===== src/verilog/ahs_pkg.sv =====
package ahs_pkg;
  localparam logic [7:0]  MODE_HOMING   = 8'h06;
  localparam int          START_BIT     = 4;
  localparam int          ST_TGT_BIT    = 10;
  localparam int          ST_HOMED_BIT  = 12;
  localparam int          ST_ERR_BIT    = 13;
  // Register byte offsets
  localparam logic [7:0]  OFS_CTRL      = 8'h00;
  localparam logic [7:0]  OFS_MODE      = 8'h04;
  localparam logic [7:0]  OFS_METHOD    = 8'h08;
  localparam logic [7:0]  OFS_STATUS    = 8'h0c;
  localparam logic [7:0]  OFS_HOME_OFS  = 8'h10;
  localparam logic [7:0]  OFS_SPD_SW    = 8'h14;
  localparam logic [7:0]  OFS_SPD_ZERO  = 8'h18;
  localparam logic [7:0]  OFS_ACCEL     = 8'h1c;
  localparam logic [7:0]  OFS_TOL_BAND  = 8'h20;
  localparam logic [7:0]  OFS_BLK_CUR   = 8'h24;
  localparam logic [7:0]  OFS_BLK_MS    = 8'h28;
  localparam logic [7:0]  OFS_POS       = 8'h2c;
  // Reset values and bus response codes
  localparam logic [31:0] RST_ZERO      = 32'h0000_0000;
  localparam logic [31:0] RST_STATUS    = 32'h0000_0400;
  localparam logic [1:0]  RESP_OKAY     = 2'h0;
  localparam logic [1:0]  RESP_SLVERR   = 2'h2;
  // Timing: one millisecond at the core clock
  localparam int          MS_NS         = 1000000;
  localparam int          CLK_NS        = 8;
  localparam int          MS_CYCLES     = MS_NS / CLK_NS;
  typedef enum logic [2:0] {
    ST_IDLE, ST_SEEK, ST_PUSH, ST_ZERO, ST_DONE, ST_ERR
  } ahs_state_t;
endpackage : ahs_pkg


===== src/verilog/ahs_homing.sv =====
// Implementation choices: the AXI4-Lite register port and the register addresses.
module ahs_homing #(
  parameter int MS_CYCLES = ahs_pkg::MS_CYCLES // Cycles per ms
) (
  input  wire logic        core_clk,       // Core clock
  input  wire logic        reset_n,        // Sync reset, low
  input  wire logic [7:0]  s_axi_awaddr,   // Write address
  input  wire logic        s_axi_awvalid,  // Write addr valid
  output logic             s_axi_awready,  // Write addr ready
  input  wire logic [31:0] s_axi_wdata,    // Write data
  input  wire logic [3:0]  s_axi_wstrb,    // Byte enables
  input  wire logic        s_axi_wvalid,   // Write data valid
  output logic             s_axi_wready,   // Write data ready
  output logic [1:0]       s_axi_bresp,    // Write response
  output logic             s_axi_bvalid,   // Write resp valid
  input  wire logic        s_axi_bready,   // Write resp ready
  input  wire logic [7:0]  s_axi_araddr,   // Read address
  input  wire logic        s_axi_arvalid,  // Read addr valid
  output logic             s_axi_arready,  // Read addr ready
  output logic [31:0]      s_axi_rdata,    // Read data
  output logic [1:0]       s_axi_rresp,    // Read response
  output logic             s_axi_rvalid,   // Read data valid
  input  wire logic        s_axi_rready,   // Read data ready
  input  wire logic        index_in,       // Encoder index
  input  wire logic        home_sw_in,     // Home switch
  input  wire logic        lim_pos_in,     // Positive limit
  input  wire logic        lim_neg_in,     // Negative limit
  input  wire logic [15:0] current_in,     // Motor current
  input  wire logic [15:0] pos_delta_in,   // Signed travel/cycle
  input  wire logic        standstill_in,  // Motor at rest
  input  wire logic        closed_loop_in, // Closed loop on
  input  wire logic        op_enabled_in,  // Operation enabled
  output logic [31:0]      speed_cmd,      // Signed speed
  output logic [31:0]      accel_cmd,      // Ramp acceleration
  output logic             fault_out,      // Overtravel fault
  output logic             homing_busy     // Sequence running
);
  if (MS_CYCLES < 1 || MS_CYCLES > 131071)
  begin : g_bad
    $error("MS_CYCLES out of range");
  end

  // Register file
  logic [31:0] ctrl_q;      // Control word
  logic [7:0]  mode_q;      // Operating mode selector
  logic [7:0]  method_q;    // Signed method number
  logic [31:0] home_ofs_q;  // Home offset
  logic [31:0] spd_sw_q;    // Switch search speed
  logic [31:0] spd_zero_q;  // Index search speed
  logic [31:0] accel_q;     // Homing acceleration
  logic [31:0] tol_q;       // Limit tolerance band
  logic [15:0] blk_cur_q;   // Block current threshold
  logic [15:0] blk_ms_q;    // Block push time in ms
  logic [31:0] pos_q;       // Actual position
  logic [31:0] status_q;    // Status word

  // Sequencer state
  ahs_pkg::ahs_state_t st_q;
  logic        dir_q;       // 1 = positive travel
  logic        homed_q;     // Completed since last start
  logic        start_d1_q;  // Previous start bit
  logic        home_d1_q;   // Previous home switch
  logic        lim_seen_q;  // Limit reached this run
  logic [31:0] trav_q;      // Travel past the limit
  logic [16:0] pre_q;       // Millisecond prescaler
  logic [15:0] blk_cnt_q;   // Elapsed push time
  logic [31:0] speed_q;     // Speed output flop
  logic        fault_q;     // Fault output flop
  logic        busy_q;      // Busy output flop

  // Bus handshake flops
  logic        aw_rdy_q;
  logic        ar_rdy_q;
  logic        bvalid_q;
  logic [1:0]  bresp_q;
  logic        rvalid_q;
  logic [1:0]  rresp_q;
  logic [31:0] rdata_q;

  // Write channel: address and data are taken together
  wire wr_go = s_axi_awvalid & s_axi_wvalid & ~aw_rdy_q
               & ~bvalid_q;
  wire wr_en = aw_rdy_q;
  wire rd_go = s_axi_arvalid & ~ar_rdy_q & ~rvalid_q;
  wire [31:0] wmask = {{8{s_axi_wstrb[3]}},
                       {8{s_axi_wstrb[2]}},
                       {8{s_axi_wstrb[1]}},
                       {8{s_axi_wstrb[0]}}};

  // Byte-lane merge of a write into an old value
  function automatic logic [31:0] merge(
    input logic [31:0] old,
    input logic [31:0] nw,
    input logic [31:0] m
  );
    merge = (old & ~m) | (nw & m);
  endfunction : merge

  wire [7:0] wa = s_axi_awaddr;
  wire wr_ctrl  = wr_en && wa == ahs_pkg::OFS_CTRL;
  wire wr_mode  = wr_en && wa == ahs_pkg::OFS_MODE;
  wire wr_meth  = wr_en && wa == ahs_pkg::OFS_METHOD;
  wire wr_hofs  = wr_en && wa == ahs_pkg::OFS_HOME_OFS;
  wire wr_spsw  = wr_en && wa == ahs_pkg::OFS_SPD_SW;
  wire wr_spzr  = wr_en && wa == ahs_pkg::OFS_SPD_ZERO;
  wire wr_acc   = wr_en && wa == ahs_pkg::OFS_ACCEL;
  wire wr_tol   = wr_en && wa == ahs_pkg::OFS_TOL_BAND;
  wire wr_bcur  = wr_en && wa == ahs_pkg::OFS_BLK_CUR;
  wire wr_bms   = wr_en && wa == ahs_pkg::OFS_BLK_MS;
  wire wr_pos   = wr_en && wa == ahs_pkg::OFS_POS;
  wire wr_stat  = wr_en && wa == ahs_pkg::OFS_STATUS;
  wire wr_hit   = wr_ctrl | wr_mode | wr_meth | wr_hofs
                | wr_spsw | wr_spzr | wr_acc | wr_tol
                | wr_bcur | wr_bms | wr_pos | wr_stat;

  // Read decode; unmapped reads give zero and an error
  logic [31:0] rd_val;
  logic        rd_hit;
  always_comb
  begin
    rd_hit = 1'b1;
    unique case (s_axi_araddr)
      ahs_pkg::OFS_CTRL:     rd_val = ctrl_q;
      ahs_pkg::OFS_MODE:     rd_val = {24'h0, mode_q};
      ahs_pkg::OFS_METHOD:   rd_val = {24'h0, method_q};
      ahs_pkg::OFS_STATUS:   rd_val = status_q;
      ahs_pkg::OFS_HOME_OFS: rd_val = home_ofs_q;
      ahs_pkg::OFS_SPD_SW:   rd_val = spd_sw_q;
      ahs_pkg::OFS_SPD_ZERO: rd_val = spd_zero_q;
      ahs_pkg::OFS_ACCEL:    rd_val = accel_q;
      ahs_pkg::OFS_TOL_BAND: rd_val = tol_q;
      ahs_pkg::OFS_BLK_CUR:  rd_val = {16'h0, blk_cur_q};
      ahs_pkg::OFS_BLK_MS:   rd_val = {16'h0, blk_ms_q};
      ahs_pkg::OFS_POS:      rd_val = pos_q;
      default:
      begin
        rd_val = ahs_pkg::RST_ZERO;
        rd_hit = 1'b0;
      end
    endcase
  end

  // Method decode: magnitude, block flag, profile base
  wire       neg    = method_q[7];
  wire [7:0] m_abs  = neg ? 8'(-method_q) : method_q;
  wire       m_idx  = (m_abs >= 8'd1 && m_abs <= 8'd14)
                    || m_abs == 8'd33 || m_abs == 8'd34;
  wire       m_noix = m_abs >= 8'd17 && m_abs <= 8'd30;
  wire [7:0] base   = m_noix ? 8'(m_abs - 8'd16) : m_abs;
  // Negative numbers must name limit profile 1-2 or home profile 7-14
  wire       blk_ok = base <= 8'd2
                    || (base >= 8'd7 && base <= 8'd14);
  wire       m_ok   = neg ? (blk_ok && (m_idx || m_noix))
                          : (m_idx || m_noix
                             || m_abs == 8'd35);
  wire       m_now  = !neg && m_abs == 8'd35;
  wire       m_next = m_abs >= 8'd33;
  wire       m_lim  = base <= 8'd2;
  // Left edge for 3,4 and the upper home profiles
  wire       m_left = base <= 8'd4 || base >= 8'd11;
  // Even profiles outside 7-14 start positive; 7-10 watch positive, 11-14 negative
  wire       dir0   = base >= 8'd7 && base <= 8'd14
                    ? base <= 8'd10 : ~base[0];

  // Start edge only in homing mode; abort level when start drops or mode leaves homing
  wire in_mode  = mode_q == ahs_pkg::MODE_HOMING;
  wire start_b  = ctrl_q[ahs_pkg::START_BIT];
  wire go       = in_mode && start_b && !start_d1_q;
  wire busy     = st_q == ahs_pkg::ST_SEEK
               || st_q == ahs_pkg::ST_PUSH
               || st_q == ahs_pkg::ST_ZERO;
  wire abort    = busy && (!start_b || !in_mode);

  // Stop events: current threshold replaces limits
  wire blocked  = current_in > blk_cur_q;
  wire lim_dir  = dir_q ? lim_pos_in : lim_neg_in;
  wire stop_hit = neg ? blocked : lim_dir;
  wire sw_rise  = home_sw_in && !home_d1_q;
  wire sw_fall  = !home_sw_in && home_d1_q;
  // Wanted home edge depends on side and direction
  wire edge_hit = (m_left == dir_q) ? sw_rise : sw_fall;
  wire [31:0] dlt  = {{16{pos_delta_in[15]}}, pos_delta_in};
  wire [31:0] dabs = dlt[31] ? 32'(-dlt) : dlt;
  wire lim_any  = lim_pos_in | lim_neg_in;
  wire over_tol = lim_seen_q && trav_q > tol_q;
  wire ms_tick  = pre_q == 17'(MS_CYCLES - 1);
  wire push_end = blk_cnt_q >= blk_ms_q;
  // Block push completes the switch phase
  wire sw_done  = st_q == ahs_pkg::ST_PUSH && push_end;

  // Next sequencer state
  ahs_pkg::ahs_state_t st_d;
  always_comb
  begin
    st_d = st_q;
    unique case (st_q)
      ahs_pkg::ST_IDLE, ahs_pkg::ST_DONE,
      ahs_pkg::ST_ERR:
      begin
        if (go && !m_ok)
          st_d = ahs_pkg::ST_ERR;
        else if (go && neg && !closed_loop_in)
          st_d = ahs_pkg::ST_ERR;
        else if (go && m_now)
          st_d = ahs_pkg::ST_DONE;
        else if (go && op_enabled_in)
          st_d = m_next ? ahs_pkg::ST_ZERO
                        : ahs_pkg::ST_SEEK;
        else if (st_q == ahs_pkg::ST_DONE && !start_b)
          st_d = ahs_pkg::ST_IDLE;
      end
      ahs_pkg::ST_SEEK:
      begin
        if (m_lim && stop_hit)
          st_d = neg ? ahs_pkg::ST_PUSH
               : m_idx ? ahs_pkg::ST_ZERO
                       : ahs_pkg::ST_DONE;
        else if (!m_lim && edge_hit)
          st_d = m_idx ? ahs_pkg::ST_ZERO
                       : ahs_pkg::ST_DONE;
      end
      ahs_pkg::ST_PUSH:
      begin
        if (push_end)
          st_d = m_idx ? ahs_pkg::ST_ZERO
                       : ahs_pkg::ST_DONE;
      end
      ahs_pkg::ST_ZERO:
      begin
        if (index_in)
          st_d = ahs_pkg::ST_DONE;
      end
    endcase
    if (abort)
      st_d = ahs_pkg::ST_IDLE;
    if (busy && over_tol)
      st_d = ahs_pkg::ST_ERR;
  end

  // Direction: profile start, reverse at a limit or block
  logic dir_d;
  always_comb
  begin
    dir_d = dir_q;
    if (st_q != st_d && st_d != ahs_pkg::ST_IDLE
        && !busy)
      dir_d = dir0;
    else if (st_q == ahs_pkg::ST_SEEK && !m_lim
             && stop_hit)
      dir_d = ~dir_q;
    else if (st_d == ahs_pkg::ST_ZERO && m_lim
             && st_q != ahs_pkg::ST_ZERO)
      dir_d = ~dir_q;
  end

  // Speed per phase, signed by direction
  // Push keeps driving into the block at switch speed
  wire [31:0] spd_mag = st_d == ahs_pkg::ST_SEEK
                     || st_d == ahs_pkg::ST_PUSH
                        ? spd_sw_q
                      : st_d == ahs_pkg::ST_ZERO
                        ? spd_zero_q : 32'h0;
  wire [31:0] speed_d = dir_d ? spd_mag : 32'(-spd_mag);
  wire entering_done = st_d == ahs_pkg::ST_DONE
                    && st_q != ahs_pkg::ST_DONE;
  // Busy for the next cycle, so the busy pin comes from a flop
  wire busy_d = st_d == ahs_pkg::ST_SEEK
             || st_d == ahs_pkg::ST_PUSH
             || st_d == ahs_pkg::ST_ZERO;

  // Status word: error, homed and target bits
  logic [31:0] status_d;
  always_comb
  begin
    status_d = ahs_pkg::RST_ZERO;
    status_d[ahs_pkg::ST_ERR_BIT] =
      st_q == ahs_pkg::ST_ERR;
    status_d[ahs_pkg::ST_HOMED_BIT] = homed_q;
    status_d[ahs_pkg::ST_TGT_BIT] = busy ? 1'b0
      : (st_q == ahs_pkg::ST_IDLE) ? 1'b1
      : standstill_in;
  end

  // Register writes, software side
  always_ff @(posedge core_clk)
  begin
    if (!reset_n)
    begin
      ctrl_q     <= ahs_pkg::RST_ZERO;
      mode_q     <= 8'h0;
      method_q   <= 8'h0;
      home_ofs_q <= ahs_pkg::RST_ZERO;
      spd_sw_q   <= ahs_pkg::RST_ZERO;
      spd_zero_q <= ahs_pkg::RST_ZERO;
      accel_q    <= ahs_pkg::RST_ZERO;
      tol_q      <= ahs_pkg::RST_ZERO;
      blk_cur_q  <= 16'h0;
      blk_ms_q   <= 16'h0;
    end
    else
    begin
      if (wr_ctrl) ctrl_q <= merge(ctrl_q, s_axi_wdata, wmask);
      if (wr_mode && s_axi_wstrb[0])
        mode_q <= s_axi_wdata[7:0];
      if (wr_meth && s_axi_wstrb[0])
        method_q <= s_axi_wdata[7:0];
      if (wr_hofs)
        home_ofs_q <= merge(home_ofs_q, s_axi_wdata, wmask);
      if (wr_spsw)
        spd_sw_q <= merge(spd_sw_q, s_axi_wdata, wmask);
      if (wr_spzr)
        spd_zero_q <= merge(spd_zero_q, s_axi_wdata, wmask);
      if (wr_acc)
        accel_q <= merge(accel_q, s_axi_wdata, wmask);
      if (wr_tol)
        tol_q <= merge(tol_q, s_axi_wdata, wmask);
      if (wr_bcur)
        blk_cur_q <= 16'(merge({16'h0, blk_cur_q},
                               s_axi_wdata, wmask));
      if (wr_bms)
        blk_ms_q <= 16'(merge({16'h0, blk_ms_q},
                              s_axi_wdata, wmask));
    end
  end

  // Sequencer, position and outputs
  always_ff @(posedge core_clk)
  begin
    if (!reset_n)
    begin
      st_q       <= ahs_pkg::ST_IDLE;
      dir_q      <= 1'b0;
      homed_q    <= 1'b0;
      start_d1_q <= 1'b0;
      home_d1_q  <= 1'b0;
      pos_q      <= ahs_pkg::RST_ZERO;
      speed_q    <= ahs_pkg::RST_ZERO;
      status_q   <= ahs_pkg::RST_STATUS;
      fault_q    <= 1'b0;
      busy_q     <= 1'b0;
    end
    else
    begin
      st_q       <= st_d;
      busy_q     <= busy_d;
      dir_q      <= dir_d;
      start_d1_q <= start_b;
      home_d1_q  <= home_sw_in;
      speed_q    <= speed_d;
      status_q   <= status_d;
      // Homed clears on start, sets only at completion
      if (entering_done)
        homed_q <= 1'b1;
      else if (go || st_d == ahs_pkg::ST_ERR)
        homed_q <= 1'b0;
      // Completion loads the home offset
      if (entering_done)
        pos_q <= home_ofs_q;
      else if (wr_pos)
        pos_q <= merge(pos_q, s_axi_wdata, wmask);
      else
        pos_q <= pos_q + dlt;
      // Overtravel fault holds until the next start
      if (busy && over_tol)
        fault_q <= 1'b1;
      else if (go)
        fault_q <= 1'b0;
    end
  end

  // Overtravel past a limit, and block push timer
  always_ff @(posedge core_clk)
  begin
    if (!reset_n || go)
    begin
      lim_seen_q <= 1'b0;
      trav_q     <= ahs_pkg::RST_ZERO;
    end
    else if (lim_any || lim_seen_q)
    begin
      lim_seen_q <= 1'b1;
      trav_q     <= trav_q + dabs;
    end
  end

  always_ff @(posedge core_clk)
  begin
    if (!reset_n || st_q != ahs_pkg::ST_PUSH)
    begin
      pre_q     <= 17'h0;
      blk_cnt_q <= 16'h0;
    end
    else
    begin
      pre_q <= ms_tick ? 17'h0 : 17'(pre_q + 17'h1);
      if (ms_tick)
        blk_cnt_q <= blk_cnt_q + 16'h1;
    end
  end

  // AXI4-Lite handshakes; one write and one read at a time
  always_ff @(posedge core_clk)
  begin
    if (!reset_n)
    begin
      aw_rdy_q <= 1'b0;
      bvalid_q <= 1'b0;
      bresp_q  <= ahs_pkg::RESP_OKAY;
      ar_rdy_q <= 1'b0;
      rvalid_q <= 1'b0;
      rresp_q  <= ahs_pkg::RESP_OKAY;
      rdata_q  <= ahs_pkg::RST_ZERO;
    end
    else
    begin
      aw_rdy_q <= wr_go;
      if (wr_en)
      begin
        bvalid_q <= 1'b1;
        bresp_q  <= wr_hit ? ahs_pkg::RESP_OKAY
                           : ahs_pkg::RESP_SLVERR;
      end
      else if (s_axi_bready)
        bvalid_q <= 1'b0;
      ar_rdy_q <= rd_go;
      if (ar_rdy_q)
      begin
        rvalid_q <= 1'b1;
        rdata_q  <= rd_val;
        rresp_q  <= rd_hit ? ahs_pkg::RESP_OKAY
                           : ahs_pkg::RESP_SLVERR;
      end
      else if (s_axi_rready)
        rvalid_q <= 1'b0;
    end
  end

  assign s_axi_awready = aw_rdy_q;
  assign s_axi_wready  = aw_rdy_q;
  assign s_axi_bvalid  = bvalid_q;
  assign s_axi_bresp   = bresp_q;
  assign s_axi_arready = ar_rdy_q;
  assign s_axi_rvalid  = rvalid_q;
  assign s_axi_rdata   = rdata_q;
  assign s_axi_rresp   = rresp_q;
  assign speed_cmd     = speed_q;
  assign accel_cmd     = accel_q;
  assign fault_out     = fault_q;
  assign homing_busy   = busy_q;

  AST_MODE: assert property (@(posedge core_clk)
    disable iff (!reset_n)
    busy && !in_mode |=> st_q == ahs_pkg::ST_IDLE
                      || st_q == ahs_pkg::ST_ERR)
    else $error("homing ran outside homing mode");
  AST_ABORT: assert property (@(posedge core_clk)
    disable iff (!reset_n)
    busy && !start_b && !over_tol
    |=> st_q == ahs_pkg::ST_IDLE ##1 !status_q[12])
    else $error("clearing start did not abort");
  AST_RUNSTAT: assert property (@(posedge core_clk)
    disable iff (!reset_n)
    busy |=> status_q[12:10] == 3'b000)
    else $error("running status wrong");
  AST_ERRSTAT: assert property (@(posedge core_clk)
    disable iff (!reset_n)
    st_q == ahs_pkg::ST_ERR |=> status_q[13]
      && !status_q[12] && status_q[10] == $past(standstill_in))
    else $error("error status wrong");
  AST_HOMED: assert property (@(posedge core_clk)
    disable iff (!reset_n)
    $rose(homed_q) |-> st_q == ahs_pkg::ST_DONE)
    else $error("homed set without completion");
  AST_OFFSET: assert property (@(posedge core_clk)
    disable iff (!reset_n)
    entering_done && !wr_hofs |=> pos_q == $past(home_ofs_q))
    else $error("position not loaded with offset");
  AST_TOL: assert property (@(posedge core_clk)
    disable iff (!reset_n)
    busy && over_tol |=> fault_out
      && st_q == ahs_pkg::ST_ERR && speed_cmd == 32'h0)
    else $error("overtravel did not fault");
  AST_BLKCL: assert property (@(posedge core_clk)
    disable iff (!reset_n)
    go && neg && !closed_loop_in |=> st_q == ahs_pkg::ST_ERR)
    else $error("block homing without closed loop");
  AST_SPEED: assert property (@(posedge core_clk)
    disable iff (!reset_n)
    st_q == ahs_pkg::ST_SEEK && st_d == ahs_pkg::ST_SEEK
    |=> speed_cmd == $past(dir_d ? spd_sw_q : 32'(-spd_sw_q)))
    else $error("switch search speed wrong");
endmodule : ahs_homing


===== config.mk =====
export PLATFORM = sky130hd
export DESIGN_NAME = ahs_homing
export DESIGN_NICKNAME = d
export VERILOG_FILES = /design/src/verilog/ahs_pkg.sv /design/src/verilog/ahs_homing.sv
export SDC_FILE = /design/constraint.sdc
export NUM_CORES = 1
export LEC_CHECK = 0
export BUFFER_PORTS_ARGS = -buffer_cell sky130_fd_sc_hd__buf_2
export CAP_MARGIN = 20
export CORE_MARGIN = 2
export CORE_UTILIZATION = 45
export DETAILED_ROUTE_END_ITERATION = 8
export SLEW_MARGIN = 5
export SYNTH_ARGS = -nofsm -noshare
export SYNTH_HDL_FRONTEND = slang
export SYNTH_SLANG_ARGS = --single-unit

===== constraint.sdc =====
create_clock -name core_clk -period 7.5 [get_ports core_clk]
set_clock_uncertainty 0.1 [all_clocks]
set_input_delay 0.375 -clock core_clk [delete_from_list [all_inputs] [get_ports core_clk]]
set_output_delay 0.375 -clock core_clk [all_outputs]
set_load 0.01 [all_outputs]

==> impl_metrics.json <==
{
  "path_class": "register to register",
  "first_global_vias": 22707,
  "synth_adder_area_share": 0.0709,
  "fmax_ghz": 0.153,
  "hold_path_startpoint": "s_axi_wdata[18]",
  "hold_path_class": "input pin to register",
  "tritoncts": "done",
  "dieArea_um2": 56900,
  "fp-row-count": 85,
  "crit_fanout": 14,
  "die_w_um": 239,
  "yosys_warnings": 0,
  "yosysSeqAreaShare": 0.340,
  "ys_types": 97,
  "rsz0062_at_grt": "no",
  "slowest_delay_ns": 0.52,
  "start_util": 0.457,
  "crit_slowest_cell": "nor4_2",
  "dr_total_vias": 23756,
  "status": "completed",
  "layout_commonest_cell": "dfxtp_1",
  "cts.sinks": 420,
  "peakVddDrop_mv": 0.184,
  "fin_tns_setup_ns": 0,
  "pre_cts_ws_ns": 0.975,
  "path_clk_slew_ns": 0.06,
  "drv_slew": 0,
  "cp-start-kind": "register",
  "routedWlPerCell_um": 23.1,
  "max_cap_violations": 0,
  "vias_per_cell": 6.12,
  "synthCells": 3027,
  "numCtsBuffers": 48,
  "synth_top_family_by_area": "compound AO/OA/AOI/OAI gates",
  "synthMuxAreaShare": 0.0292,
  "ant_nets": 0,
  "drive_gt1_frac": 0.116,
  "synth_seq_cells": 420,
  "syn2layout_area_growth_pct": 13.1,
  "fin_ws_ns": 0.952,
  "fin_crit_sh": 0.873,
  "ctsLongestPathBuffers": 3,
  "antenna_found_initial": 2,
  "die_h_um": 239,
  "num-fill-cells": 5223,
  "async_flop_share": 0,
  "avgSynthCellArea_um2": 8.18,
  "io_pins": 205,
  "grt_pass1_wl_mm": 136,
  "ys.flop_type": "dfxtp_1",
  "cts-root-buf": "clkbuf_16",
  "grt_max_degree": 164,
  "dr.pass1.iters": 9,
  "setup_viol": 0,
  "synth_xor_area_frac": 0.0414,
  "gr-total-overflow": 0,
  "synth_area_um2": 24700,
  "drc": 0,
  "routed_wl_mm": 89.6,
  "final_cell_mix": "420 x dfxtp_1, 395 x nand2_1, 215 x nand3_1",
  "port_buffers": 202,
  "cts_resized": 0,
  "cpMostUsedCell": "ha_1",
  "final_nets": 3384,
  "synth_compound_area_frac": 0.252,
  "power.density_nw_per_um2": 238,
  "crit_chain": "inv_1 -> ha_1 -> or3b_4 -> a211o_2 -> ha_1 -> nor3_1 -> o211ai_2 -> o22a_4 -> o31ai_1 -> a41o_1 -> o21ai_1 -> a21oi_2 -> buf_4 -> nor3_1 -> a21o_1 -> a22oi_1 -> ha_1 -> inv_1 -> nor4_2 -> a31oi_1 -> xor2_1 -> and2_1",
  "gp_congestion": 0.927,
  "finalCriticalPeriod_ns": 6.55,
  "synth_edf_count": 0,
  "h-tree-depth": 2,
  "drt-initial-drc-count": 1943,
  "crit_required_ns": 7.89,
  "worstPathArrival_ns": 6.94,
  "relSlewSlack": 0.342,
  "worst_slew_pin_slew_ns": 0.987,
  "worstSkewPairLatency_ns": 0.60,
  "synthSimpleGateAreaFrac": 0.221,
  "dpl.hpwl_mm": 65.4,
  "leakage_uw": 0.0108,
  "finalHoldViolations": 0,
  "grt_util_all_layers": 0.309,
  "r2r_start": "method_q[0]$_SDFFE_PN0P_",
  "coreArea_um2": 54100,
  "cp-startpoint": "method_q[0]$_SDFFE_PN0P_",
  "end_kind": "register"
}
stage by stage:
step                total power [uW]  hold slack (ns)  cell area [um^2]  utilization  cells
global placement                4170            0.311             26300        0.485   3785
finish                          6660           0.0413             28000        0.517   3879
global route                    7020           0.0456             28000        0.517   3877
CTS                             6680           0.0116             27900        0.516   3875
floorplan                       3830            0.318             24800            -   3043
detailed placement              4220            0.330             26300        0.485   3785
Yosys cell counts, types with 22 or more instances:
| master | number | area (um^2) |
|---|---|---|
| a31oi_1 | 42 | 263 |
| a221oi_1 | 24 | 210 |
| a21oi_1 | 119 | 596 |
| nand3_1 | 215 | 1080 |
| nand2_1 | 395 | 1480 |
| and2_1 | 45 | 282 |
| ha_1 | 137 | 1710 |
| nor3_1 | 38 | 190 |
| nand4_1 | 24 | 150 |
| dfxtp_1 | 420 | 8410 |
| a211oi_1 | 24 | 180 |
| or3_1 | 34 | 213 |
| a222oi_1 | 29 | 290 |
| xnor2_1 | 80 | 701 |
| clkbuf_1 | 167 | 627 |
| nor2b_1 | 108 | 676 |
| inv_1 | 98 | 368 |
| nor2_1 | 149 | 559 |
| a21boi_0 | 208 | 1560 |
| o21ai_0 | 96 | 480 |
| o21a_1 | 44 | 330 |
| mux2i_1 | 70 | 701 |
| a21o_1 | 22 | 165 |
| nand2b_1 | 26 | 163 |
| a22oi_1 | 91 | 683 |
| xor2_1 | 35 | 307 |
critical path: cells and delay by family, from the launching register on:
kind,cells,cell delay [ns]
buffers and inverters,3,0.59
DFF,1,0.48
adders and majority gates,3,0.86
AOI/OAI and AO/OA,10,2.85
xor gates and xnor gates,1,0.18
and+or+nand+nor,5,1.39
area by class of cell:
cell class / instances / area [um^2] / area share
diodes: 2 / 5.00 / 0.000179
clock buffers: 70 / 1410 / 0.0503
clock inverters: 14 / 210 / 0.00751
inverters: 99 / 372 / 0.0133
multi-input cells: 2332 / 15300 / 0.548
flip-flops and latches: 420 / 8410 / 0.300
well taps: 696 / 871 / 0.0311
repair buffers: 246 / 1380 / 0.0494
timing repair:
| action | CTS | global route |
|---|---|---|
| hold endpoints to repair | 5 | 0 |
| setup buffers | 0 | 0 |
| hold buffers | 6 | 0 |
path summary, 6_finish.rpt:
path	to	slack [ns]	cells past startpoint
worst max-delay path	speed_cmd[28]$_SDFF_PN0_	0.95	22
worst min-delay path	register	0.04	3
worst max register to register	speed_cmd[28]$_SDFF_PN0_	0.95	22
worst min register to register	status_q[12]$_SDFF_PN0_	0.34	1
cells by family (layout without fill, tap and decap cells):
kind of cell / Yosys count / in the layout
compound gates: 865 / 865
simple gates: 1123 / 1123
mux: 72 / 72
flops: 420 / 420
fa+ha+maj: 139 / 139
other cells: 1 / 19
buf+inv: 291 / 429
xor+xnor: 116 / 116
report_power, final:
group	switching (uW)	internal (uW)
Clock	989	1470
Combinational	894	788
Sequential	150	2370
Total	2030	4630
metal layers:
metal,wire (um),track usage,up-vias
li1,-,-,11180
met1,36900,0.389,11417
met2,42000,0.518,942
met3,5960,0.0457,217
met4,4710,0.150,0
met5,0,0,-
No activity file was read; power rests on OpenSTA's default activity.
